===== src/isp_pkg.sv =====
package isp_pkg;
  // Outgoing stream buffer shape.
  localparam int FIFO_WIDTH = 8;
  localparam int FIFO_DEPTH = 16;
  localparam int LVL_W = 5;

  // Register indices that carry content; everything below is reserved.
  localparam logic [7:0] REG_CNT_HI = 8'hfd;
  localparam logic [7:0] REG_CNT_LO = 8'hfe;
  localparam logic [7:0] REG_STREAM = 8'hff;

  // Reset and answer values.
  localparam logic [7:0] PTR_RESET = 8'hff;
  localparam logic [7:0] FILL_BYTE = 8'hff;
  localparam logic [7:0] RSVD_BYTE = 8'h00;

  // Bit counter end and write-segment byte tally.
  localparam logic [2:0] BIT_LAST = 3'h7;
  localparam logic [1:0] WCNT_NONE = 2'h0;
  localparam logic [1:0] WCNT_ONE = 2'h1;
  localparam logic [1:0] WCNT_MANY = 2'h2;

  // Two-wire slave protocol states.
  typedef enum logic [2:0] {
    ST_IDLE,
    ST_ADDR,
    ST_ACK,
    ST_WDATA,
    ST_RDATA,
    ST_RACK,
    ST_RNEXT
  } isp_state_t;
endpackage : isp_pkg


===== src/isp_fifo_if.sv =====
`timescale 1ns/100ps
interface isp_fifo_if;
  import isp_pkg::*;
  logic wr_valid;
  logic wr_ready;
  logic [FIFO_WIDTH-1:0] wr_data;
  logic rd_valid;
  logic rd_ready;
  logic [FIFO_WIDTH-1:0] rd_data;
  logic [LVL_W-1:0] level;

  // The port side fills and drains; the buffer side stores.
  modport port_side (output wr_valid, wr_data, rd_ready,
                     input wr_ready, rd_valid, rd_data, level);
  modport buf_side (input wr_valid, wr_data, rd_ready,
                    output wr_ready, rd_valid, rd_data, level);
endinterface : isp_fifo_if


===== src/isp_fifo.sv =====
`timescale 1ns/100ps
module isp_fifo
  import isp_pkg::*;
#(
  parameter int WIDTH = FIFO_WIDTH,
  parameter int DEPTH = FIFO_DEPTH,
  parameter int AW = $clog2(DEPTH)
) (
  // Clock and reset.
  input wire logic clk_in,
  input wire logic rst_in,
  // Buffer ports.
  isp_fifo_if.buf_side f
);
  logic [WIDTH-1:0] mem_r [DEPTH];
  logic [AW-1:0] wr_ptr_r;
  logic [AW-1:0] rd_ptr_r;
  logic [AW-1:0] rd_ptr_nxt;
  logic [AW:0] count_r;
  logic [AW:0] count_nxt;
  logic [WIDTH-1:0] rd_data_r;
  logic wr_ready_r;
  logic push;
  logic pop;

  // Handshakes and next occupancy.
  assign push = f.wr_valid & wr_ready_r;
  assign pop = f.rd_ready & (count_r != '0);
  assign count_nxt = count_r + {{AW{1'b0}}, push} - {{AW{1'b0}}, pop};
  assign rd_ptr_nxt = pop ? rd_ptr_r + {{(AW-1){1'b0}}, 1'b1} : rd_ptr_r;
  assign f.wr_ready = wr_ready_r;
  assign f.rd_valid = (count_r != '0);
  assign f.rd_data = rd_data_r;
  assign f.level = count_r;

  // Storage array; no reset needed since the count guards it.
  always_ff @(posedge clk_in) begin
    if (push) begin
      mem_r[wr_ptr_r] <= f.wr_data;
    end
  end

  // Pointers, count and registered full flag.
  always_ff @(posedge clk_in or posedge rst_in) begin
    if (rst_in) begin
      wr_ptr_r <= '0;
      rd_ptr_r <= '0;
      count_r <= '0;
      wr_ready_r <= 1'b1;
    end else begin
      if (push) begin
        wr_ptr_r <= wr_ptr_r + {{(AW-1){1'b0}}, 1'b1};
      end
      rd_ptr_r <= rd_ptr_nxt;
      count_r <= count_nxt;
      wr_ready_r <= (count_nxt != (AW+1)'(DEPTH));
    end
  end

  // Head word held in a register, bypassing a write into the head slot.
  always_ff @(posedge clk_in or posedge rst_in) begin
    if (rst_in) begin
      rd_data_r <= '0;
    end else if (push && (wr_ptr_r == rd_ptr_nxt)) begin
      rd_data_r <= f.wr_data;
    end else begin
      rd_data_r <= mem_r[rd_ptr_nxt];
    end
  end
endmodule : isp_fifo


===== src/isp_stream_port.sv =====
`timescale 1ns/100ps
module isp_stream_port
  import isp_pkg::*;
(
  // Clock and reset.
  input wire logic sys_clk_in,
  input wire logic rst_in,
  // Two-wire bus pins; the enable high pulls the data line low.
  input wire logic scl_in,
  input wire logic sda_in,
  output logic sda_out,
  output logic sda_oe_out,
  // Configuration and strap.
  input wire logic [7:0] slave_addr_cfg_in,
  input wire logic if_sel_strap_in,
  output logic i2c_mode_out,
  // Outgoing message stream from the receiver.
  input wire logic [7:0] tx_data_in,
  input wire logic tx_valid_in,
  output logic tx_ready_out,
  output logic tx_drop_out,
  // Incoming message bytes to the receiver.
  output logic [7:0] rx_data_out,
  output logic rx_valid_out
);
  isp_fifo_if fif ();

  logic scl_s1_r;
  logic scl_s2_r;
  logic scl_s3_r;
  logic sda_s1_r;
  logic sda_s2_r;
  logic sda_s3_r;
  logic strap_s1_r;
  logic strap_s2_r;
  logic mode_r;
  isp_state_t state_r;
  logic [2:0] bit_cnt_r;
  logic [7:0] shift_r;
  logic rw_r;
  logic ack_on_r;
  logic sda_oe_r;
  logic sda_lvl_r;
  logic [7:0] ptr_r;
  logic [15:0] snap_r;
  logic [1:0] wcnt_r;
  logic [7:0] held_r;
  logic [7:0] rx_data_r;
  logic rx_valid_r;
  logic tx_drop_r;
  logic scl_rise;
  logic scl_fall;
  logic start_det;
  logic stop_det;
  logic seg_end;
  logic run_ok;
  logic byte_in;
  logic wbyte_in;
  logic addr_hit;
  logic load_now;
  logic [7:0] byte_val;
  logic [7:0] tx_byte;

  // Outgoing stream buffer; the bus master drains it, so it can fill.
  isp_fifo #(
    .WIDTH(FIFO_WIDTH),
    .DEPTH(FIFO_DEPTH)
  ) isp_fifo_inst (
    .clk_in(sys_clk_in),
    .rst_in(rst_in),
    .f(fif)
  );

  // Pin synchronisers; the third stage only serves edge detection.
  always_ff @(posedge sys_clk_in or posedge rst_in) begin
    if (rst_in) begin
      scl_s1_r <= 1'b1;
      scl_s2_r <= 1'b1;
      scl_s3_r <= 1'b1;
      sda_s1_r <= 1'b1;
      sda_s2_r <= 1'b1;
      sda_s3_r <= 1'b1;
    end else begin
      scl_s1_r <= scl_in;
      scl_s2_r <= scl_s1_r;
      scl_s3_r <= scl_s2_r;
      sda_s1_r <= sda_in;
      sda_s2_r <= sda_s1_r;
      sda_s3_r <= sda_s2_r;
    end
  end

  // Strap sampling; an open strap pin reads high and selects this port.
  always_ff @(posedge sys_clk_in or posedge rst_in) begin
    if (rst_in) begin
      strap_s1_r <= 1'b0;
      strap_s2_r <= 1'b0;
      mode_r <= 1'b0;
    end else begin
      strap_s1_r <= if_sel_strap_in;
      strap_s2_r <= strap_s1_r;
      mode_r <= strap_s2_r;
    end
  end

  // Bus events seen on the synchronised lines.
  assign scl_rise = scl_s2_r & ~scl_s3_r;
  assign scl_fall = ~scl_s2_r & scl_s3_r;
  assign start_det = scl_s2_r & scl_s3_r & sda_s3_r & ~sda_s2_r;
  assign stop_det = scl_s2_r & scl_s3_r & ~sda_s3_r & sda_s2_r;
  assign seg_end = start_det | stop_det;
  assign run_ok = mode_r & ~seg_end;
  assign byte_val = {shift_r[6:0], sda_s2_r};
  assign byte_in = run_ok & scl_rise & (bit_cnt_r == BIT_LAST);
  assign wbyte_in = byte_in & (state_r == ST_WDATA);
  assign addr_hit = (shift_r[6:0] == slave_addr_cfg_in[7:1]);

  // A read byte is fetched on the falling clock that opens it.
  assign load_now = run_ok & scl_fall &
                    (((state_r == ST_ACK) & ack_on_r & rw_r) | (state_r == ST_RNEXT));
  assign fif.rd_ready = load_now & (ptr_r == REG_STREAM) & fif.rd_valid;
  assign fif.wr_valid = tx_valid_in;
  assign fif.wr_data = tx_data_in;

  // Register decode for the byte about to be sent.
  always_comb begin
    if (ptr_r == REG_CNT_HI) begin
      tx_byte = snap_r[15:8];
    end else if (ptr_r == REG_CNT_LO) begin
      tx_byte = snap_r[7:0];
    end else if (ptr_r == REG_STREAM) begin
      tx_byte = fif.rd_valid ? fif.rd_data : FILL_BYTE;
    end else begin
      tx_byte = RSVD_BYTE;
    end
  end

  // Protocol engine: address, acknowledge, data in and data out.
  always_ff @(posedge sys_clk_in or posedge rst_in) begin
    if (rst_in) begin
      state_r <= ST_IDLE;
      bit_cnt_r <= '0;
      shift_r <= '0;
      rw_r <= 1'b0;
      ack_on_r <= 1'b0;
      sda_oe_r <= 1'b0;
    end else if (!mode_r || stop_det) begin
      state_r <= ST_IDLE;
      ack_on_r <= 1'b0;
      sda_oe_r <= 1'b0;
    end else if (start_det) begin
      state_r <= ST_ADDR;
      bit_cnt_r <= '0;
      ack_on_r <= 1'b0;
      sda_oe_r <= 1'b0;
    end else begin
      unique case (state_r)
        ST_IDLE: begin
          bit_cnt_r <= '0;
        end
        ST_ADDR, ST_WDATA: begin
          if (scl_rise) begin
            shift_r <= byte_val;
            bit_cnt_r <= bit_cnt_r + 3'h1;
            if (bit_cnt_r == BIT_LAST) begin
              if (state_r == ST_WDATA) begin
                state_r <= ST_ACK;
              end else if (addr_hit) begin
                state_r <= ST_ACK;
                rw_r <= sda_s2_r;
              end else begin
                state_r <= ST_IDLE;
              end
            end
          end
        end
        ST_ACK: begin
          if (scl_fall) begin
            if (!ack_on_r) begin
              ack_on_r <= 1'b1;
              sda_oe_r <= 1'b1;
            end else begin
              ack_on_r <= 1'b0;
              bit_cnt_r <= '0;
              if (rw_r) begin
                state_r <= ST_RDATA;
                shift_r <= tx_byte;
                sda_oe_r <= ~tx_byte[7];
              end else begin
                state_r <= ST_WDATA;
                sda_oe_r <= 1'b0;
              end
            end
          end
        end
        ST_RDATA: begin
          if (scl_fall) begin
            if (bit_cnt_r == BIT_LAST) begin
              state_r <= ST_RACK;
              bit_cnt_r <= '0;
              sda_oe_r <= 1'b0;
            end else begin
              shift_r <= {shift_r[6:0], 1'b0};
              sda_oe_r <= ~shift_r[6];
              bit_cnt_r <= bit_cnt_r + 3'h1;
            end
          end
        end
        ST_RACK: begin
          if (scl_rise) begin
            state_r <= sda_s2_r ? ST_IDLE : ST_RNEXT;
          end
        end
        ST_RNEXT: begin
          if (scl_fall) begin
            state_r <= ST_RDATA;
            shift_r <= tx_byte;
            sda_oe_r <= ~tx_byte[7];
          end
        end
        default: begin
          state_r <= ST_IDLE;
        end
      endcase
    end
  end

  // Register pointer: loaded by a lone written byte, stepped by reads.
  always_ff @(posedge sys_clk_in or posedge rst_in) begin
    if (rst_in) begin
      ptr_r <= PTR_RESET;
    end else if (seg_end && (wcnt_r == WCNT_ONE)) begin
      ptr_r <= held_r;
    end else if (load_now && (ptr_r != REG_STREAM)) begin
      ptr_r <= ptr_r + 8'h01;
    end
  end

  // Pending count captured at each read address so both bytes agree.
  always_ff @(posedge sys_clk_in or posedge rst_in) begin
    if (rst_in) begin
      snap_r <= '0;
    end else if ((state_r == ST_ADDR) && byte_in && addr_hit && sda_s2_r) begin
      snap_r <= 16'(fif.level);
    end
  end

  // Written bytes: one held back so a lone byte never becomes a message.
  always_ff @(posedge sys_clk_in or posedge rst_in) begin
    if (rst_in) begin
      wcnt_r <= WCNT_NONE;
      held_r <= '0;
      rx_data_r <= '0;
      rx_valid_r <= 1'b0;
    end else begin
      rx_valid_r <= 1'b0;
      if (seg_end) begin
        if (wcnt_r == WCNT_MANY) begin
          rx_data_r <= held_r;
          rx_valid_r <= 1'b1;
        end
        wcnt_r <= WCNT_NONE;
      end else if (wbyte_in) begin
        held_r <= byte_val;
        if (wcnt_r != WCNT_NONE) begin
          rx_data_r <= held_r;
          rx_valid_r <= 1'b1;
          wcnt_r <= WCNT_MANY;
        end else begin
          wcnt_r <= WCNT_ONE;
        end
      end
    end
  end

  // Drop indication for bytes offered while the buffer is full.
  always_ff @(posedge sys_clk_in or posedge rst_in) begin
    if (rst_in) begin
      tx_drop_r <= 1'b0;
      sda_lvl_r <= 1'b0;
    end else begin
      tx_drop_r <= tx_valid_in & ~fif.wr_ready;
      sda_lvl_r <= 1'b0;
    end
  end

  // Outputs, each taken from a flip-flop.
  assign sda_out = sda_lvl_r;
  assign sda_oe_out = sda_oe_r;
  assign i2c_mode_out = mode_r;
  assign tx_ready_out = fif.wr_ready;
  assign tx_drop_out = tx_drop_r;
  assign rx_data_out = rx_data_r;
  assign rx_valid_out = rx_valid_r;
endmodule : isp_stream_port


===== config.mk =====
export PLATFORM = sky130hd
export DESIGN_NAME = isp_stream_port
export DESIGN_NICKNAME = d
export VERILOG_FILES = /design/src/isp_pkg.sv /design/src/isp_fifo_if.sv /design/src/isp_fifo.sv /design/src/isp_stream_port.sv
export SDC_FILE = /design/constraint.sdc
export NUM_CORES = 1
export LEC_CHECK = 0
export BUFFER_PORTS_ARGS = -buffer_cell sky130_fd_sc_hd__clkbuf_2
export CAP_MARGIN = 20
export CORE_ASPECT_RATIO = 1.4
export CORE_MARGIN = 2
export CORE_UTILIZATION = 32
export DETAILED_ROUTE_END_ITERATION = 10
export PLACE_DENSITY = 0.5
export SYNTH_ARGS = -nofsm -noshare
export SYNTH_HDL_FRONTEND = slang
export SYNTH_SLANG_ARGS = --single-unit

===== constraint.sdc =====
create_clock -name sys_clk_in -period 2.9 [get_ports sys_clk_in]
set_input_delay 0.435 -clock sys_clk_in [delete_from_list [all_inputs] [get_ports sys_clk_in]]
set_output_delay 0.435 -clock sys_clk_in [all_outputs]
set_load 0.01 [all_outputs]

* Word-level counts from Yosys, hierarchy flattened
Memories as Yosys holds them, arrays and structs flattened. A register that Yosys moved wholly into a read port is not among the register bits.
Cells that the tools add are included.
** Operators by class
- $add $sub $neg :: 6
- Multiply operators :: 0
- Divide/modulo/power cells :: 0
- Magnitude comparators :: 0
- Equality and inequality tests :: 36
- Shifts and indexed selects :: 0
- Multiplexer cells :: 64
- Bitwise logic cells :: 33
- Reductions and logical operators :: 27
** Operators with widths (number)
- two-way mux 8 bit :: 10
- two-way mux 3 bit :: 18
- two-way mux 7 bit :: 7
- case mux 7 bit (4 select lines) :: 1
- equality test 8 bit, second input constant :: 3
- AND 1 bit :: 20
- != test 4 bit, second input constant :: 5
- two-way mux 1 bit :: 19
- case mux 3 bit (6 select lines) :: 1
- != test 3 bit, second input constant :: 5
- nonzero test 5 bit :: 3
- != test 2 bit, second input constant :: 7
- equality test 3 bit, second input constant :: 4
- != test 4 x 3 -> 1 bit, second input constant :: 3
- case mux 3 bit (4 select lines) :: 1
- inverter 1 bit :: 11
- two-way mux 2 bit :: 5
- AND reduction 10 bit :: 1
- AND reduction 9 bit :: 1
- adder 4 x 1 -> 4 bit, second input constant :: 2
- adder 8 x 1 -> 8 bit, second input constant :: 1
- != test 8 bit, second input constant :: 1
- nonzero test 2 bit :: 4
- equality test 7 bit :: 1
- 24 further kinds :: 32
** Storage, ports and cells
- Bits in registers :: 72
- Latch bits :: 0
- Bits in writable memories :: 128
- Bits in read-only memories :: 0
- Bits of input ports :: 22
- Output and inout bits :: 14
- Word-level logic and storage cells :: 193
- Memories :: 1
** Memory list
- isp_fifo_inst.mem_r :: words 16, bits a word 8, rd ports 1, clocked after Yosys merged registers in 1, write ports 1, RTL line isp_fifo.sv:15 : logic [WIDTH-1:0] mem_r [DEPTH];

* Longest topological paths before layout
Gate-level depths: netlist of the first run.
- Depth in word-level cells :: 13
- Depth in mapped cells :: 17
- Gate-level depth less buffers :: 15

* Modules after synthesis
A second synthesis of the first run with hierarchy kept.
** Unflattened totals
- Cell total of the unflattened synthesis :: 802
- Area total of the unflattened synthesis :: 10333.7 µm²
** By module, submodules not included
- isp_fifo :: instances 1, cells an instance 519, area an instance 7322.0 µm², sequential area each 4395.5 µm²
- isp_stream_port :: instances 1, cells an instance 283, area an instance 3011.6 µm², sequential area each 1468.9 µm²

* Least setup slack after synthesis of the first run
Ideal clock, no wire load.
- Path type :: flip-flop to flip-flop
- From :: register ptr_r[0]
- To :: register isp_fifo_inst.wr_ready_r (netlist: isp_fifo_inst.f.wr_ready)
- Setup time :: 0.083 ns
- Data arrival time :: 2.891 ns
- Data required time :: 2.817 ns
- Slack :: -0.074 ns
- Stages on the path, launching flop included :: 18
- Buffers on the path :: 2
- Clock period less this slack :: 2.974 ns
- Path through :: dfstp_2 -> ha_1 -> buf_2 -> nand3_1 -> or2_1 -> buf_2 -> nor3_1 -> ha_1 -> inv_1 -> ha_1 -> inv_1 -> fa_1 -> inv_1 -> a21oi_1 -> nor2_1 -> nor2_1 -> xnor2_1 -> nand2_1
** On the way
- Word-level cells in the longest chain between the ends :: 6
** Ends and longest elaborated chain
- from (decl) :: RTL line isp_stream_port.sv:44 : logic [7:0] ptr_r;
- from (signal assigned) :: RTL line isp_stream_port.sv:233 : ptr_r <= held_r;
- from (signal assigned) :: RTL line isp_stream_port.sv:235 : ptr_r <= ptr_r + 8'h01;
- equality test 8 bit :: RTL line isp_stream_port.sv:121 : assign fif.rd_ready = load_now & (ptr_r == REG_STREAM) & fif.rd_valid;
- AND 1 bit (2 in series) :: RTL line isp_stream_port.sv:121
- AND 1 bit :: RTL line isp_fifo.sv:28 : assign pop = f.rd_ready & (count_r != '0);
- subtractor 5 x 1 -> 5 bit :: RTL line isp_fifo.sv:29 : assign count_nxt = count_r + {{AW{1'b0}}, push} - {{AW{1'b0}}, pop};
- named net isp_fifo_inst.count_nxt[4] :: RTL line isp_fifo.sv:20 : logic [AW:0] count_nxt;
- != test 5 bit :: RTL line isp_fifo.sv:56 : wr_ready_r <= (count_nxt != (AW+1)'(DEPTH));
- to (signal assigned) :: RTL line isp_fifo.sv:56
- to (decl) :: RTL line isp_fifo.sv:22 : logic wr_ready_r;
The timed path passes the listed nets, and every way through them passes these cells.
A chain may end at the register's enable or synchronous reset.

* Worst setup path in the final report of the first run
- From :: register ptr_r[0]
- To :: register isp_fifo_inst.rd_data_r[4] (netlist: isp_fifo_inst.f.rd_data[4]), read port of isp_fifo_inst.mem_r
** On the way
- Word-level cells in the longest chain between the ends :: 5
** Ends and longest elaborated chain
- equality test 8 bit :: RTL line isp_stream_port.sv:121
- AND 1 bit (2 in series) :: RTL line isp_stream_port.sv:121
- AND 1 bit :: RTL line isp_fifo.sv:28
- two-way mux 4 bit :: RTL line isp_fifo.sv:30 : assign rd_ptr_nxt = pop ? rd_ptr_r + {{(AW-1){1'b0}}, 1'b1} : rd_ptr_r;
- named net isp_fifo_inst.rd_ptr_nxt[3] :: RTL line isp_fifo.sv:18 : logic [AW-1:0] rd_ptr_nxt;
- to (decl) :: RTL line isp_fifo.sv:21 : logic [WIDTH-1:0] rd_data_r;
The timed path passes the listed nets, and every way through them passes these cells.

==> metrics.txt, run 1 <==
Initial Util=32.6%; WL/cell=17.7 um; IO Count=36; max-slew violation count=0; GRT Resource Usage Total=roughly 15%; vias=around 7,000; Synth top cells by count=128 x edfxtp_1, 126 x nand2_1, 75 x nor2_1; Relative slew margins=between 50 and 60%; Tmin final=around 2.7 ns; setup TNS=0 ns; Power Density=637 mW/mm^2; initial antenna violation count=0; CP arrival=3.14 ns; hold violation total from the final report=0; Routed Antenna Nets=0; sequential cell area fraction in the yosys report=57.0%; CP required=3.30 ns; number of global-route vias before repair=6,985; Gate power share=15.7%; Max-cap violations=0; top_reg_cell synth=edfxtp_1; Setup Skew=0.0220 ns; DRC=0; CTS Sinks=208; Area contributors post-synth=edfxtp_1 37%, dfrtp_1 16%, nand2_1 4.6%, dfstp_2 3.8%, nand2b_1 3.7%; Worst setup SP type=flop; Area growth, synth to finish=18.6%; #FFs+latches synth=208; Crit Path Category=flop to flop; Setup violations, final=0; Core Region=0.0316 mm^2; synthesized area=0.0103 mm^2; Internal Pwr Total=about 5.7 mW; CP endpoint kind=flop; Syn Inst Count=a little over 900; Final #Nets=~1,000; iteration-0 DRC count of the detailed router=310; Inserted Diodes=0; Clock Pin Slew Worst Setup and Hold Paths=approximately 0.060 ns; number of enable flip-flop cells after synthesis=128; Syn Nets=958; area of the multi-input gates=~0.0042 mm^2; post-route insts no fill=1,409; Flop pwr share=48.4%; Clock Latency Late Sink=0.53 ns; drt pass-1 iters=5; Clk network pwr share=35.8%; worst min path class=input pin to flop; CTS Buf Count=22; fmax=0.365 GHz; H-tree depth=1; switching share of power=between 20% and 30%; Leak Pwr=4.58 nW; largest net degree at the start of global routing=84; Sequential Area=0.00587 mm^2; chip width=156 um; root buffer cell=clkbuf_16; fraction of layout cells with a size suffix above 1=21.5%; most frequent cell after synthesis=edfxtp_1; Yosys top cell area share=37.4%; Total Power=7.77 mW; die area=0.0336 mm^2; total gr overflow=0; critical path peak fanout=7; WL final=24,900 um; Cell Rows=77; vias per inst=4.94; global-route wire length before repair=39,600 um; status=finished, final reports clean; Clock Path Buffers=3; Async S/R FF share, synth=about two fifths; Worst-Margin Slew=0.715 ns; largest area contributor in the netlist=edfxtp_1; syn avg cell area=11.2 um^2; PortBufs=33; routability congestion estimate=0.883; fin crit share=94.5%; detailed placer's ending HPWL=17,200 um; synth unique cells=66; Psw=roughly 2.1 mW; Max IR drop VDD=0.379 mV; number of fill cells=3,081; dpl cells=1,365; Synth warnings=0; Chip Height=roughly 220 um; CTS tree=built
==> sequential cells by signal (all words and copies together) (netlist names), 2 cells and up <==
register / count
isp_fifo_inst.mem_r: 128
held_r: 8
isp_fifo_inst.f.rd_data: 8
ptr_r: 8
rx_data_out: 8
shift_r: 7
isp_fifo_inst.f.level: 5
snap_r: 5
isp_fifo_inst.rd_ptr_r: 4
isp_fifo_inst.wr_ptr_r: 4
bit_cnt_r: 3
state_r: 3
wcnt_r: 2
==> logic make-up (layout without fill, tap and decap cells) <==
kind of cell             after synthesis  count (layout)  synth area share, %
other                                  1               1               0.0365
AO/OA/AOI/OAI                        188             188                 13.2
flip-flops                           208             208                 57.0
multiplexers                          51              51                 5.22
adder cells (fa/ha/maj)               17              17                 2.14
buffers and inverters                 82             177                 3.44
XOR/XNOR                              29              29                 2.60
AND/OR/NAND/NOR                      343             343                 16.4
==> metrics by stage <==
stage                     utilization [%]  hold WS (ns)  setup WS, ns  area, um^2
after global routing                 38.6         0.191       -0.0312       12200
after floorplan                         -         0.331        0.0450       10300
after detailed placement             36.0         0.337       -0.0241       11400
after CTS                            38.3         0.176       0.00807       12100
after global placement               36.0         0.337       -0.0352       11400
final                                38.6         0.199         0.161       12200
==> timing repair <==
| item | 4_1_cts | 5_1_grt |
|---|---|---|
| hold buffers | 4 | 0 |
| endpoints found under the setup margin | 2 | 10 |
| pin swaps | 0 | 2 |
| endpoints found under the hold margin | 11 | 0 |
| buffers inserted | 0 | 0 |
| resized for setup | 1 | 19 |
==> power by group through the flow <==
stage | Sequential [mW] | Combinational [mW] | Clock (mW)
finish | 3.76 | 1.22 | 2.78
global placement | 3.81 | 1.18 | 0
floorplan | 3.74 | 0.808 | 0
global route | 3.81 | 1.38 | 2.98
CTS | 3.76 | 1.21 | 2.88
detailed placement | 3.82 | 1.20 | 0
==> metal layers <==
layer	global-route usage, %	share of wire (%)
met1	18.4	42
met2	26.8	52
met3	1.82	3.2
met4	6.67	3.3
met5	0	0
==> worst paths after layout <==
kind	from	end	slack [ns]	cells after the start
max	ptr_r[0]	isp_fifo_inst.f.rd_data[4]	0.16	9
min	tx_valid_in	tx_drop_out	0.20	2
max reg2reg	ptr_r[0]	isp_fifo_inst.f.rd_data[4]	0.16	9
min reg2reg	strap_s2_r	i2c_mode_out	0.35	0
max in group asynchronous	rst_in	ptr_r[1]	1.63	4
min in group asynchronous	rst_in	strap_s1_r	0.54	3
==> layout make-up <==
class	count	share of cell area, %
flip-flops and latches	208	48.1
multi-input cells	629	34.3
repair buffers	109	6.96
clock buffers	35	5.35
well taps	395	4.05
inverters	28	0.892
clock inverters	5	0.420
==> cell usage in the layout (no fill, tap or decap), drive strengths merged, types with 12 or more instances in the layout <==
master and n:
ha 16, inv 28, a32o 14, nor2 78, nand2 126, a211oi 33
nand2b 61, buf 72, dfstp 15, mux2 21, edfxtp 128, a22oi 32
a21oi 31, dfrtp 65, clkbuf 68, o21ai 40, nand3 16, and2 12
xnor2 14, nor3 13, mux2i 30, xor2 14
==> worst max-delay path, cell delays in order (launching register included) <==
cell and delay (ns):
dfstp_2 0.53, ha_2 0.18, nand3_2 0.10, or2_4 0.28, buf_4 0.16, nor3_2 0.25
xor2_1 0.38, nand2_2 0.20, o22ai_1 0.38, o41ai_2 0.15
(Power assumes the default switching activity.)
==> run 2: changes to the inputs <==
--- a/config.mk
+++ b/config.mk
@@ -5,7 +5,7 @@
 export SDC_FILE = /design/constraint.sdc
 export NUM_CORES = 1
 export LEC_CHECK = 0
-export BUFFER_PORTS_ARGS = -buffer_cell sky130_fd_sc_hd__clkbuf_2
+export BUFFER_PORTS_ARGS = -buffer_cell sky130_fd_sc_hd__buf_2
 export CAP_MARGIN = 20
 export CORE_ASPECT_RATIO = 1.4
 export CORE_MARGIN = 2
==> metrics.txt, run 2 (synthesis results as in run 1) <==
status=finished, final reports clean; vias per inst=4.93 (-0.32%); routability congestion estimate=0.847 (-4.2%); Inserted Diodes=0 (unchanged); Gate power share=15.2% (-0.5 points); Final #Nets=1,037 (unchanged); worst min path class=input pin to flop; Max-cap violations=0 (unchanged); GRT Resource Usage Total=15.0% (-0.11 points); CTS Buf Count=23 (+4.5%); H-tree depth=1 (unchanged); Hold Crit Start=tx_valid_in; root buffer cell=clkbuf_16; detailed placer's ending HPWL=17,300 um (+0.61%); Reg-to-Reg Start=ptr_r[1]; FF-to-FF End=isp_fifo_inst.f.rd_data[0]; Final Util=38.8% (+0.14 points); switching share of power=26.6% (-0.22 points); Clk network pwr share=37.6% (+1.8 points); IO Count=36 (unchanged); hold violation total from the final report=0 (unchanged); Max IR drop VDD=0.440 mV (+16%); DRC=0 (unchanged); die area=0.0336 mm^2 (unchanged); WL final=24,900 um (-0.17%); number of fill cells=3,088 (+0.23%); Psw=2.12 mW (+1.7%); Clock Latency Late Sink=0.52 ns (about the same); Total Power=7.97 mW (+2.5%); Tmin final=2.80 ns (+0.0633 ns); RSZ-0062 raised after global routing=true; r2r setup slk=0.1 ns (-0.06 ns); Area growth, synth to finish=19.1%; worst slack at placement=-0.00643 ns (+0.0177 ns); Crit Path Category=flop to flop; Worst-Margin Slew=0.657 ns (-0.0588 ns); commonest cells after routing, fill and taps aside=128 x edfxtp_1, 124 x nand2_1, 74 x nor2_1; fin crit share=96.6% (+2.2 points); final worst setup slack=0.0973 ns (-0.0633 ns); PortBufs=33 (unchanged); drt pass-1 iters=4 (-1); vias=6,942 (-0.32%); Setup Skew=0.0114 ns (-0.0106 ns); Leak Pwr=4.60 nW (+0.48%); setup TNS=0 ns (unchanged); total gr overflow=0 (unchanged); Relative slew margins=55.8% (+3.5 points); Power Density=650 mW/mm^2 (+2.1%); CP arrival=3.19 ns (+0.05 ns); Setup violations, final=0 (unchanged); Worst Hold End=tx_drop_out; global-route wire length before repair=39,600 um (unchanged); Cell Rows=77 (unchanged); largest register by flop count=isp_fifo_inst.mem_r; max-slew violation count=0 (unchanged); cell area after layout=0.0122 mm^2 (+0.37%); initial antenna violation count=0 (unchanged); Worst Hold Path Cells=2 (unchanged); Clock Path Buffers=3 (unchanged); Clock Pin Slew Worst Setup and Hold Paths=0.06 ns (about the same); commonest non-fill, non-tap cell in the layout=edfxtp_1; Chip Height=216 um (unchanged); Largest register FFs=128 (unchanged); CP endpoint kind=flop; Core Region=0.0316 mm^2 (unchanged); Worst setup SP type=flop; dpl cells=1,364 (-0.073%); Flop pwr share=47.2% (-1.2 points); CTS tree=built; fmax=0.357 GHz (-2.3%); WL/cell=17.7 um (-0.17%); Routed Antenna Nets=0 (unchanged); hold slack=0.213 ns (+0.0140 ns); iteration-0 DRC count of the detailed router=312 (+0.65%); fraction of layout cells with a size suffix above 1=21.5% (unchanged); CP required=3.29 ns (about the same); chip width=156 um (unchanged); largest net degree at the start of global routing=76 (-9.5%); worst-case reg-to-reg path depth=9 (unchanged); Initial Util=32.6% (unchanged); dpl cell area=0.0114 mm^2 (about the same); Internal Pwr Total=5.85 mW (+2.8%); critical path peak fanout=15 (+8); number of global-route vias before repair=7,072 (+1.2%); post-route insts no fill=1,409 (unchanged); CTS Sinks=208 (unchanged)
run 2: cell types whose count changed in the layout (fill, tap and decap cells not counted), moves of 2 or more:
cell       previous run  this run
buf_2                 0        33
o41ai_2               5         7
clkbuf_8              3         0
clkbuf_2             35         0
clkinv_2              4         8
bufinv_16             1         4
o41ai_4               2         0
clkinv_1              0         3
clkbuf_1              7         3
run 2: worst max-delay path: stages (launching register included):
cell,delay (ns)
dfstp_2,0.54
ha_2,0.18
nand3_2,0.11
or2_4,0.28
buf_4,0.15
nor3_2,0.29
xnor3_1,0.26
and4_1,0.28
buf_12,0.18
o41ai_2,0.40
run 2: layout make-up:
type                    instances  area [um^2]  area share [%]
clock buffers                  26          587            4.79
clock inverters                15          175            1.43
inverters                      28          109           0.889
multi-input cells             629         4170            34.0
flip-flops and latches        208         5870            47.9
well taps                     395          494            4.04
repair buffers                108          851            6.95
run 2: power groups by stage:
stage,Clock (mW),Combinational (mW),Sequential [mW]
floorplan,0,0.808,3.74
global placement,0,1.18,3.81
detailed placement,0,1.20,3.82
CTS,3.08,1.21,3.76
global route,3.19,1.37,3.80
finish,2.99,1.21,3.76
run 2: how the worst max path moves through the flow:
stage | startpoint | to | slack [ns]
final | ptr_r[1] | isp_fifo_inst.f.rd_data[0] | 0.1
after global routing | ptr_r[1] | isp_fifo_inst.f.wr_ready | -0.04
after CTS | isp_fifo_inst.f.level[2] | isp_fifo_inst.f.rd_data[4] | 0.02
after detailed placement | isp_fifo_inst.f.level[2] | isp_fifo_inst.f.rd_data[4] | -0.006
after global placement | isp_fifo_inst.f.level[2] | isp_fifo_inst.f.rd_data[3] | 0.02
after floorplan | ptr_r[0] | isp_fifo_inst.f.wr_ready | 0.04
run 2: repair_timing:
item | CTS | global route
setup endpoints to repair | 1 | 10
hold buffers | 4 | 0
gates resized for setup | 1 | 16
buffers inserted | 0 | 0
hold endpoints to repair | 23 | 0
pin swaps | 0 | 2
run 2: layer usage:
layer | vias to the layer above | wire (um) | track usage (%)
met1 | 3335 | 10600 | 18.3
met5 | - | 0 | 0
met3 | 43 | 733 | 1.84
li1 | 3472 | - | -
met4 | 0 | 795 | 5.72
met2 | 92 | 12800 | 27.1
